## src/psr_pkg.sv

```systemverilog
package psr_pkg;

	// command/address word layout
	localparam int CA_W        = 48;
	localparam int CA_DIR      = 47;
	localparam int CA_SPACE    = 46;
	localparam int CA_BURST    = 45;
	localparam int CA_DIE_HI   = 39;
	localparam int CA_DIE_LO   = 32;
	localparam int CA_GRP_HI   = 31;
	localparam int CA_GRP_LO   = 24;
	localparam int CA_IDX_HI   = 7;
	localparam int CA_IDX_LO   = 0;
	localparam int CA_ROW_HI   = 35;
	localparam int CA_DROW_HI  = 34;
	localparam int CA_ROW_LO   = 22;
	localparam int CA_COL_HI   = 21;
	localparam int CA_COL_LO   = 16;
	localparam int CA_WORD_HI  = 2;
	localparam int CA_WORD_LO  = 0;

	// last link edge index of a command/address word (six edges, counted from zero)
	localparam logic [7:0] CA_LAST_EDGE = 8'h05;

	// register groups and indices
	localparam logic [7:0] GRP_ID      = 8'h00;
	localparam logic [7:0] GRP_CFG     = 8'h01;
	localparam logic [7:0] GRP_INFO    = 8'h02;
	localparam logic [7:0] IDX_0       = 8'h00;
	localparam logic [7:0] IDX_1       = 8'h01;
	localparam logic [7:0] INFO_LAST   = 8'h11;
	localparam logic [7:0] DIE_LAST    = 8'h01;
	localparam int         INFO_WORDS  = 18;
	localparam int         INFO_AW     = 6;

	// configuration word defaults and word zero fields
	localparam logic [15:0] CR0_RESET  = 16'h8F2F;
	localparam logic [15:0] CR1_RESET  = 16'h0002;
	localparam int          CR0_LAT_HI = 7;
	localparam int          CR0_LAT_LO = 4;
	localparam int          CR0_FIXED  = 3;

	// identity word fields
	localparam logic [4:0] ID_ROW_BITS_M1 = 5'h0C;
	localparam logic [3:0] ID_COL_BITS_M1 = 4'h8;
	// maker and device codes: arbitrary values
	localparam logic [3:0] MAKER_CODE     = 4'h5;
	localparam logic [3:0] DEVICE_CODE    = 4'h3;

	typedef enum logic [2:0] {
		ST_IDLE,
		ST_CA,
		ST_WDATA,
		ST_LAT,
		ST_RDATA,
		ST_DONE
	} psr_state_t;

endpackage

```

## src/psr_info_rom.sv

```systemverilog
`timescale 1ns/1ps
module psr_info_rom
	import psr_pkg::*;
#(
	parameter int AW = INFO_AW
) (
	input  wire logic          clk_sys,
	input  wire logic [AW-1:0] addr,
	output logic      [15:0]   data_q
);

	// manufacture information contents: arbitrary values
	function automatic logic [15:0] info_word(input logic [AW-1:0] a);
		info_word = {4'h0, 6'(a), 6'(~a)};
	endfunction

	always_ff @(posedge clk_sys) begin
		data_q <= info_word(addr);
	end

endmodule

```

## src/psr_reg_space.sv

```systemverilog
`timescale 1ns/1ps
//Contract
// - array address: row ca 35:22, upper column 21:16, word offset 2:0
// - each die has 8192 rows on ca 34:22; bit 35 picks the die
// - ca bit 46 set sends the access to register space
// - register reads accept C0h or E0h alike; burst bit ignored
// - die on ca 39:32, group on 31:24, index on 7:0
// - two read-only identity words describe the addressed die
// - identity word zero: die index in 15:14, bit 13 zero
// - identity word zero 12:8 holds row bits minus one, 01100
// - identity word zero 7:4 holds column bits minus one, 1000
// - maker code in word zero 3:0; device code in word one
// - reset loads every register with its default
// - register updates accepted at any time in standby
// - register write is one word straight after ca, no latency
// - device drives strobe in ca high on refresh or either die's fixed-latency bit; releases it after ca for writes, keeps driving for register reads
// - both write bytes load the register, never masked
// - register read returns one word after one or two latencies
// - ca bit 47 is direction, one read; bit 45 is burst type
module psr_reg_space
	import psr_pkg::*;
#(
	parameter logic [15:0] CR0_DEFAULT = CR0_RESET,
	parameter logic [15:0] CR1_DEFAULT = CR1_RESET
) (
	input  wire logic        clk_sys,
	input  wire logic        rst,
	input  wire logic        link_ck,
	input  wire logic        cs_n,
	input  wire logic [7:0]  dq_in,
	input  wire logic        read_write_strobe_in,
	input  wire logic        refresh_busy,
	output logic      [7:0]  dq_out,
	output logic             dq_oe,
	output logic             read_write_strobe_out,
	output logic             read_write_strobe_oe,
	output logic             array_start,
	output logic             array_die,
	output logic      [12:0] array_row,
	output logic      [5:0]  array_col,
	output logic      [2:0]  array_word
);

	typedef struct packed {
		psr_state_t        st;
		logic              ck_s1;
		logic              ck_s2;
		logic              ck_p;
		logic              cs_s1;
		logic              cs_s2;
		logic [7:0]        dq_s1;
		logic [7:0]        dq_s2;
		logic [CA_W-1:0]   ca;
		logic [7:0]        ecnt;
		logic [7:0]        last;
		logic              lat2;
		logic [7:0]        wbyte;
		logic [1:0][15:0]  cr0;
		logic [1:0][15:0]  cr1;
		logic [15:0]       rd_word;
		logic [7:0]        dq_o;
		logic              dq_en;
		logic              rw_o;
		logic              rw_en;
		logic              arr_go;
		logic              arr_die;
		logic [12:0]       arr_row;
		logic [5:0]        arr_col;
		logic [2:0]        arr_word;
	} psr_vec_t;

	psr_vec_t          r;
	psr_vec_t          n;
	logic              edge_seen;
	logic [CA_W-1:0]   ca_n;
	logic              wr_fire;
	logic [15:0]       wr_word;
	logic [15:0]       info_q;

	function automatic logic [7:0] die_of(input logic [CA_W-1:0] c);
		die_of = c[CA_DIE_HI:CA_DIE_LO];
	endfunction

	function automatic logic [7:0] grp_of(input logic [CA_W-1:0] c);
		grp_of = c[CA_GRP_HI:CA_GRP_LO];
	endfunction

	function automatic logic [7:0] idx_of(input logic [CA_W-1:0] c);
		idx_of = c[CA_IDX_HI:CA_IDX_LO];
	endfunction

	// latency clocks from the cr0 code; reserved codes fall back to 7
	function automatic logic [7:0] lat_clocks(input logic [3:0] code);
		case (code)
			4'h0: lat_clocks = 8'h05;
			4'h1: lat_clocks = 8'h06;
			4'hE: lat_clocks = 8'h03;
			4'hF: lat_clocks = 8'h04;
			default: lat_clocks = 8'h07;
		endcase
	endfunction

	function automatic logic [15:0] reg_read(
		input logic [CA_W-1:0] c,
		input logic [15:0]     c0,
		input logic [15:0]     c1,
		input logic [15:0]     info
	);
		logic [7:0] d;
		logic [7:0] i;
		reg_read = 16'h0000;
		d = die_of(c);
		i = idx_of(c);
		if (d <= DIE_LAST) begin
			case (grp_of(c))
				GRP_ID: begin
					if (i == IDX_0)
						reg_read = {d[1:0], 1'b0, ID_ROW_BITS_M1,
							ID_COL_BITS_M1, MAKER_CODE};
					else if (i == IDX_1)
						reg_read = {12'h000, DEVICE_CODE};
				end
				GRP_CFG: begin
					if (i == IDX_0)
						reg_read = c0;
					else if (i == IDX_1)
						reg_read = c1;
				end
				GRP_INFO: begin
					if (i <= INFO_LAST)
						reg_read = info;
				end
				default: reg_read = 16'h0000;
			endcase
		end
	endfunction

	psr_info_rom #(
		.AW(INFO_AW)
	) u_info (
		.clk_sys(clk_sys),
		.addr   ({r.ca[CA_DIE_LO], r.ca[4:0]}),
		.data_q (info_q)
	);

	always_comb begin
		n = r;
		edge_seen = r.ck_s2 ^ r.ck_p;
		ca_n = {r.ca[CA_W-9:0], r.dq_s2};
		wr_fire = 1'b0;
		wr_word = {r.wbyte, r.dq_s2};
		n.ck_s1 = link_ck;
		n.ck_s2 = r.ck_s1;
		n.ck_p = r.ck_s2;
		n.cs_s1 = cs_n;
		n.cs_s2 = r.cs_s1;
		n.dq_s1 = dq_in;
		n.dq_s2 = r.dq_s1;
		n.arr_go = 1'b0;
		n.rd_word = reg_read(r.ca, r.cr0[r.ca[CA_DIE_LO]],
			r.cr1[r.ca[CA_DIE_LO]], info_q);
		case (r.st)
			ST_IDLE: begin
				if (!r.cs_s2) begin
					n.st = ST_CA;
					n.ecnt = 8'h00;
					n.rw_en = 1'b1;
					n.rw_o = refresh_busy | r.cr0[0][CR0_FIXED]
						| r.cr0[1][CR0_FIXED];
				end
			end
			ST_CA: begin
				if (edge_seen) begin
					n.ca = ca_n;
					n.ecnt = r.ecnt + 8'h01;
					if (r.ecnt == CA_LAST_EDGE) begin
						n.ecnt = 8'h00;
						n.rw_en = 1'b0;
						n.rw_o = 1'b0;
						if (ca_n[CA_SPACE]) begin
							if (ca_n[CA_DIR]) begin
								n.st = ST_LAT;
								n.rw_en = 1'b1;
								n.lat2 = r.rw_o;
								n.last = (r.rw_o ?
									lat_clocks(r.cr0[ca_n[CA_DIE_LO]]
									[CR0_LAT_HI:CR0_LAT_LO]) << 2 :
									lat_clocks(r.cr0[ca_n[CA_DIE_LO]]
									[CR0_LAT_HI:CR0_LAT_LO]) << 1)
									- 8'h01;
							end else begin
								n.st = ST_WDATA;
							end
						end else begin
							n.st = ST_DONE;
							n.arr_go = 1'b1;
							// die from bit 35, 13 row bits
							n.arr_die = ca_n[CA_ROW_HI];
							n.arr_row = ca_n[CA_DROW_HI:CA_ROW_LO];
							n.arr_col = ca_n[CA_COL_HI:CA_COL_LO];
							n.arr_word = ca_n[CA_WORD_HI:CA_WORD_LO];
						end
					end
				end
			end
			ST_WDATA: begin
				if (edge_seen) begin
					if (r.ecnt == 8'h00) begin
						n.wbyte = r.dq_s2;
						n.ecnt = 8'h01;
					end else begin
						wr_fire = 1'b1;
						n.st = ST_DONE;
					end
				end
			end
			ST_LAT: begin
				if (edge_seen) begin
					n.ecnt = r.ecnt + 8'h01;
					if (r.ecnt == r.last) begin
						n.st = ST_RDATA;
						n.dq_o = r.rd_word[15:8];
						n.dq_en = 1'b1;
						n.rw_o = 1'b1;
					end
				end
			end
			ST_RDATA: begin
				if (edge_seen) begin
					n.dq_o = r.rd_word[7:0];
					n.rw_o = 1'b0;
					n.st = ST_DONE;
				end
			end
			ST_DONE: begin
				n.st = ST_DONE;
			end
			default: n.st = ST_IDLE;
		endcase
		// writes taken regardless of refresh state
		if (wr_fire && die_of(r.ca) <= DIE_LAST
			&& grp_of(r.ca) == GRP_CFG) begin
			if (idx_of(r.ca) == IDX_0)
				n.cr0[r.ca[CA_DIE_LO]] = wr_word;
			else if (idx_of(r.ca) == IDX_1)
				n.cr1[r.ca[CA_DIE_LO]] = wr_word;
		end
		// deselect ends any transaction and frees the pins
		if (r.cs_s2 && r.st != ST_IDLE) begin
			n.st = ST_IDLE;
			n.dq_en = 1'b0;
			n.rw_en = 1'b0;
			n.rw_o = 1'b0;
		end
	end

	always_ff @(posedge clk_sys) begin
		if (rst) begin
			r <= '0;
			r.cs_s1 <= 1'b1;
			r.cs_s2 <= 1'b1;
			r.cr0 <= {CR0_DEFAULT, CR0_DEFAULT};
			r.cr1 <= {CR1_DEFAULT, CR1_DEFAULT};
		end else begin
			r <= n;
		end
	end

	assign dq_out      = r.dq_o;
	assign dq_oe       = r.dq_en;
	assign read_write_strobe_out    = r.rw_o;
	assign read_write_strobe_oe     = r.rw_en;
	assign array_start = r.arr_go;
	assign array_die   = r.arr_die;
	assign array_row   = r.arr_row;
	assign array_col   = r.arr_col;
	assign array_word  = r.arr_word;

	property p_rst_load;
		@(posedge clk_sys) rst |=> r.cr0[0] == CR0_DEFAULT
			&& r.cr0[1] == CR0_DEFAULT && r.cr1[1] == CR1_DEFAULT;
	endproperty
	a_rst_load: assert property (p_rst_load)
		else $error("registers not at defaults after reset");

	property p_ca_strobe;
		@(posedge clk_sys) disable iff (rst)
		r.st == ST_CA |-> read_write_strobe_oe;
	endproperty
	a_ca_strobe: assert property (p_ca_strobe)
		else $error("strobe not driven during ca");

	property p_wr_release;
		@(posedge clk_sys) disable iff (rst)
		r.st == ST_WDATA |-> !read_write_strobe_oe && !dq_oe;
	endproperty
	a_wr_release: assert property (p_wr_release)
		else $error("strobe driven during register write data");

	property p_full_word;
		@(posedge clk_sys) disable iff (rst)
		wr_fire && r.ca[CA_DIE_HI:CA_DIE_LO] == 8'h01
			&& grp_of(r.ca) == GRP_CFG && idx_of(r.ca) == IDX_0
			&& !r.cs_s2
		|=> r.cr0[1] == $past(wr_word) && $stable(r.cr0[0]);
	endproperty
	a_full_word: assert property (p_full_word)
		else $error("register write did not load both bytes");

	property p_ro_ignore;
		@(posedge clk_sys) disable iff (rst)
		wr_fire && grp_of(r.ca) != GRP_CFG
		|=> $stable(r.cr0) && $stable(r.cr1);
	endproperty
	a_ro_ignore: assert property (p_ro_ignore)
		else $error("write to read-only word changed a register");

	property p_id0_fields;
		@(posedge clk_sys) disable iff (rst)
		r.st == ST_LAT && $stable(r.ca) && grp_of(r.ca) == GRP_ID
			&& idx_of(r.ca) == IDX_0 && die_of(r.ca) == 8'h01
		|=> r.rd_word == {2'b01, 1'b0, 5'b01100, 4'b1000, MAKER_CODE};
	endproperty
	a_id0_fields: assert property (p_id0_fields)
		else $error("identity word zero fields wrong");

	property p_id1_fields;
		@(posedge clk_sys) disable iff (rst)
		r.st == ST_LAT && grp_of(r.ca) == GRP_ID
			&& idx_of(r.ca) == IDX_1 && die_of(r.ca) == 8'h00
		|=> r.rd_word[15:4] == 12'h000;
	endproperty
	a_id1_fields: assert property (p_id1_fields)
		else $error("identity word one upper bits not zero");

	property p_lat_len;
		@(posedge clk_sys) disable iff (rst)
		$rose(r.st == ST_LAT) |-> r.last == (r.lat2 ?
			(lat_clocks(r.cr0[r.ca[CA_DIE_LO]][7:4]) << 2) - 8'h01 :
			(lat_clocks(r.cr0[r.ca[CA_DIE_LO]][7:4]) << 1) - 8'h01);
	endproperty
	a_lat_len: assert property (p_lat_len)
		else $error("read latency length wrong");

	property p_first_byte;
		@(posedge clk_sys) disable iff (rst)
		r.st == ST_LAT ##1 r.st == ST_RDATA
		|-> dq_oe && read_write_strobe_out && dq_out == $past(r.rd_word[15:8]);
	endproperty
	a_first_byte: assert property (p_first_byte)
		else $error("first read byte not high byte");

	property p_array_map;
		@(posedge clk_sys) disable iff (rst)
		array_start |-> array_row == r.ca[34:22]
			&& array_die == r.ca[35] && array_col == r.ca[21:16]
			&& array_word == r.ca[2:0];
	endproperty
	a_array_map: assert property (p_array_map)
		else $error("array address decode wrong");

endmodule

```

## config.mk

```make
export PLATFORM = sky130hd
export DESIGN_NAME = psr_reg_space
export DESIGN_NICKNAME = d
export VERILOG_FILES = /design/src/psr_pkg.sv /design/src/psr_info_rom.sv /design/src/psr_reg_space.sv
export SDC_FILE = /design/constraint.sdc
export NUM_CORES = 1
export LEC_CHECK = 0
export ABC_AREA = 1
export BUFFER_PORTS_ARGS = -buffer_cell sky130_fd_sc_hd__buf_2
export CAP_MARGIN = 20
export CORE_ASPECT_RATIO = 1.1
export CORE_MARGIN = 8
export CORE_UTILIZATION = 61
export DETAILED_ROUTE_END_ITERATION = 8
export PLACE_DENSITY = 0.87
export SYNTH_ARGS = -nofsm -noshare
export SYNTH_HDL_FRONTEND = slang
export SYNTH_SLANG_ARGS = --single-unit
```

## constraint.sdc

```tcl
create_clock -name clk_sys -period 2.6 [get_ports clk_sys]
set_clock_uncertainty 0.1 [all_clocks]
set_input_delay 0.13 -clock clk_sys [delete_from_list [all_inputs] [get_ports clk_sys]]
set_output_delay 0.13 -clock clk_sys [all_outputs]
set_load 0.1 [all_outputs]
```

==> flow_metrics.py <==
metrics = {
    "yosys": {
        "synth_top_family_by_area": "simple AND/OR/NAND/NOR gates",
        "yosysTopAreaCell": "dfxtp_1",
        "synthMuxAreaShare_pct": 0,
        "synth_nets": 1385,
        "synth-simple-area-share_pct": 29.2,
        "yosysSeqAreaShare_pct": 45.4,
        "yosys-top-cells-area": "dfxtp_1, nand2_1, nor2_1",
        "synth-xor-area-share_pct": 0.914,
        "yosysUniqueCellTypes": 38,
        "syn_avg_cell_area_um2": 6.91,
        "synth_compound_area_share_pct": 11.4,
        "synth.top_cell.area_share_pct": 45.4,
        "synthesis.area_mm2": 0.00945,
        "synthAdderAreaFrac_pct": 0.530,
        "yosys_warnings": 0,
        "synthCells": 1367,
        "synth-seq-cells": 214,
    },
    "routing": {
        "dr_wl_met2_um": 10800,
        "initialDrtViolationCount": 724,
        "routed-via-count": 8525,
        "highest_layer": "met4",
        "drt_wl_total_um": 22200,
        "firstDrtPassIters": 5,
        "viasPerCell": 5.37,
        "drcViolationCount": 0,
        "wire_per_inst_um": 14.0,
        "ant_nets": 0,
        "wl_met3_um": 1380,
        "wl_met1_um": 9240,
    },
    "clock_network": {
        "numCtsBuffers": 22,
        "cts_tree": "done",
        "htreeDepth": 1,
        "insertion_delay_ns": 0.51,
        "clockBufferDepth": 3,
        "clock-sinks": 214,
        "clk_pin_slew_ns": 0.06,
        "post_cts_buffers": 0,
        "cts_root_buf": "clkbuf_16",
    },
    "layout": {
        "drive_gt1_share_pct": 9.56,
        "register_area_mm2": 0.00429,
        "final_core_util_pct": 69.1,
        "area_growth_pct": 10.5,
        "multi_input_comb_area_mm2": 0.00397,
        "diodes": 0,
        "nFillCells": 1174,
        "final_common_cell": "nand2_1",
        "final_cell_mix": "nand2_1, dfxtp_1, nor2_1, inv_1, o21ai_0",
        "fin_nets": 1393,
    },
    "floorplan": {
        "die_width_um": 135,
        "fp-row-count": 47,
        "dieArea_mm2": 0.0197,
        "initial_utilization_pct": 62.5,
        "coreArea_mm2": 0.0151,
        "die_y_um": 147,
        "top_level_ports": 49,
    },
    "timing": {
        "min_period_ns": 2.40,
        "hold_viol": 0,
        "maxSlewHeadroom_pct": 52.8,
        "finalSetupViolCount": 0,
        "drv_slew": 0,
        "fin_crit_sh_pct": 92.3,
        "fin_tns_setup_ns": 0,
        "rsz0062_at_grt": "false",
        "max_freq_mhz": 417,
        "tightestPinTransition_ns": 0.704,
    },
    "worst_setup_path": {
        "crit_required_ns": 2.89,
        "arrival_ns": 2.69,
        "criticalPathCategory": "flop to flop",
        "r2r_slack_ns": 0.20,
        "startpoint_type": "flop",
        "timing.critical_path.from": "r[133]",
        "reg2reg_from": "r[133]",
        "r2r-end": "r[85]",
        "path_max_fanout": 22,
        "cp-end-kind": "flop",
        "r2r_cells": 10,
    },
    "global_route": {
        "grt_antenna_before_repair": 0,
        "grt_max_degree": 82,
        "grt.overflow.total": 0,
        "grt_pass1_wl_um": 36700,
        "grt_pass1_vias": 7948,
        "grtUsageTotal_pct": 22.0,
    },
    "outcome": {
        "status": "complete, no violations",
    },
    "placement": {
        "portBuffers": 47,
        "hpwl_um": 14400,
        "place.gp.congestion": 0.926,
    },
    "hold_path": {
        "hold-path-endpoint": "array_start",
        "hold-path-cell-count": 3,
        "min_from": "rst",
        "min_path_type": "input port to flop",
    },
    "run": {
        "maxCapViolCount": 0,
    },
    "pwr": {
        "irDropWorstVdd_uv": 628,
        "leakage_nw": 5.05,
        "power_density_mw_per_mm2": 797,
    },
}
## critical path, stage by stage (launching register included)
cell and delay, ns:
dfxtp_1 0.40, inv_1 0.11, ha_1 0.19, nand3_1 0.10, nor2_2 0.07, nor2_2 0.13
nand2_2 0.12, nor2_8 0.27, nand3_2 0.49, nand2_1 0.22, nand3_1 0.09
## cell usage after synthesis
cell type  count
nor3_4         1
o211a_1        1
nor3_1         4
inv_2          6
a21boi_0       1
o21a_1         2
nand3_2        4
inv_1        170
buf_1          1
xor2_2         1
a21oi_2        1
or2_2          2
dfxtp_1      214
nor2_2         7
nand3_1       85
nand2_2        3
o21ai_0      107
o311ai_0       1
o21bai_1       1
xnor2_1        6
a21oi_1       80
o21ai_1        8
xor2_1         2
buf_4         31
a211oi_1       1
buf_6          2
nor3_2         1
nand4_1       28
and3_1         1
a31oi_1        1
ha_1           4
clkbuf_1      40
nor2_1       189
nand2_1      331
buf_2         25
a22o_1         3
nor2_8         1
nand3_4        1
## layer usage
layer | vias up | GRT usage [%]
met5 | - | 0
met4 | 0 | 9.33
met3 | 63 | 4.29
met2 | 284 | 38.2
met1 | 3922 | 25.6
li1 | 4256 | -
## power breakdown
group          switching (mW)  internal [mW]
Sequential              0.121           3.45
Clock                    1.26           1.84
Combinational            1.20          0.454
## timing repair
item                                    CTS  global route
hold buffers                             11             0
hold endpoints to repair                 11             0
gates resized for setup                   0             1
endpoints found under the setup margin    0             7
## how the worst max path moves through the flow
stage | to | slack (ns) | cells past startpoint
floorplan | r[129] | 0.63 | 13
global placement | r[95] | 0.33 | 10
detailed placement | r[89] | 0.27 | 7
CTS | r[129] | 0.13 | 13
global route | r[95] | 0.02 | 10
finish | r[85] | 0.20 | 10
## cell families (layout without fill, tap and decap cells)
group | Yosys count | count (layout)
compound gates | 207 | 207
xor+xnor | 9 | 9
fa+ha+maj | 4 | 4
buf+inv | 275 | 299
flops | 214 | 214
simple gates | 658 | 658
## layout make-up
cell class	instances	share of cell area [%]
well taps	196	2.35
flip-flops and latches	214	41.1
clock buffers	34	5.90
repair buffers	83	5.46
multi-input cells	878	38.0
inverters	176	6.34
clock inverters	6	0.899
## state kept, by name (all words and copies together), names as in the netlist
register               cells
r                        108
ca_n                      48
array_row                 13
u_info.data_q             12
n                         11
dq_out                     8
array_col                  6
array_word                 3
array_die                  1
array_start                1
dq_oe                      1
read_write_strobe_oe       1
read_write_strobe_out      1
## per-stage QoR
stage / instance area, um2 / std cells / hold WS (ns) / setup WS (ns) / total power [mW]
2_1_floorplan: 9450 / 1367 / 0.134 / 0.629 / 4.82
3_3_place_gp: 9620 / 1536 / 0.216 / 0.326 / 5.20
3_5_place_dp: 9620 / 1536 / 0.217 / 0.271 / 5.23
4_1_cts: 10400 / 1587 / 0.0281 / 0.133 / 8.33
5_1_grt: 10400 / 1587 / 0.0474 / 0.0208 / 8.67
6_report: 10400 / 1587 / 0.0374 / 0.201 / 8.32
Note: power is estimated with default switching activity, not from simulation.
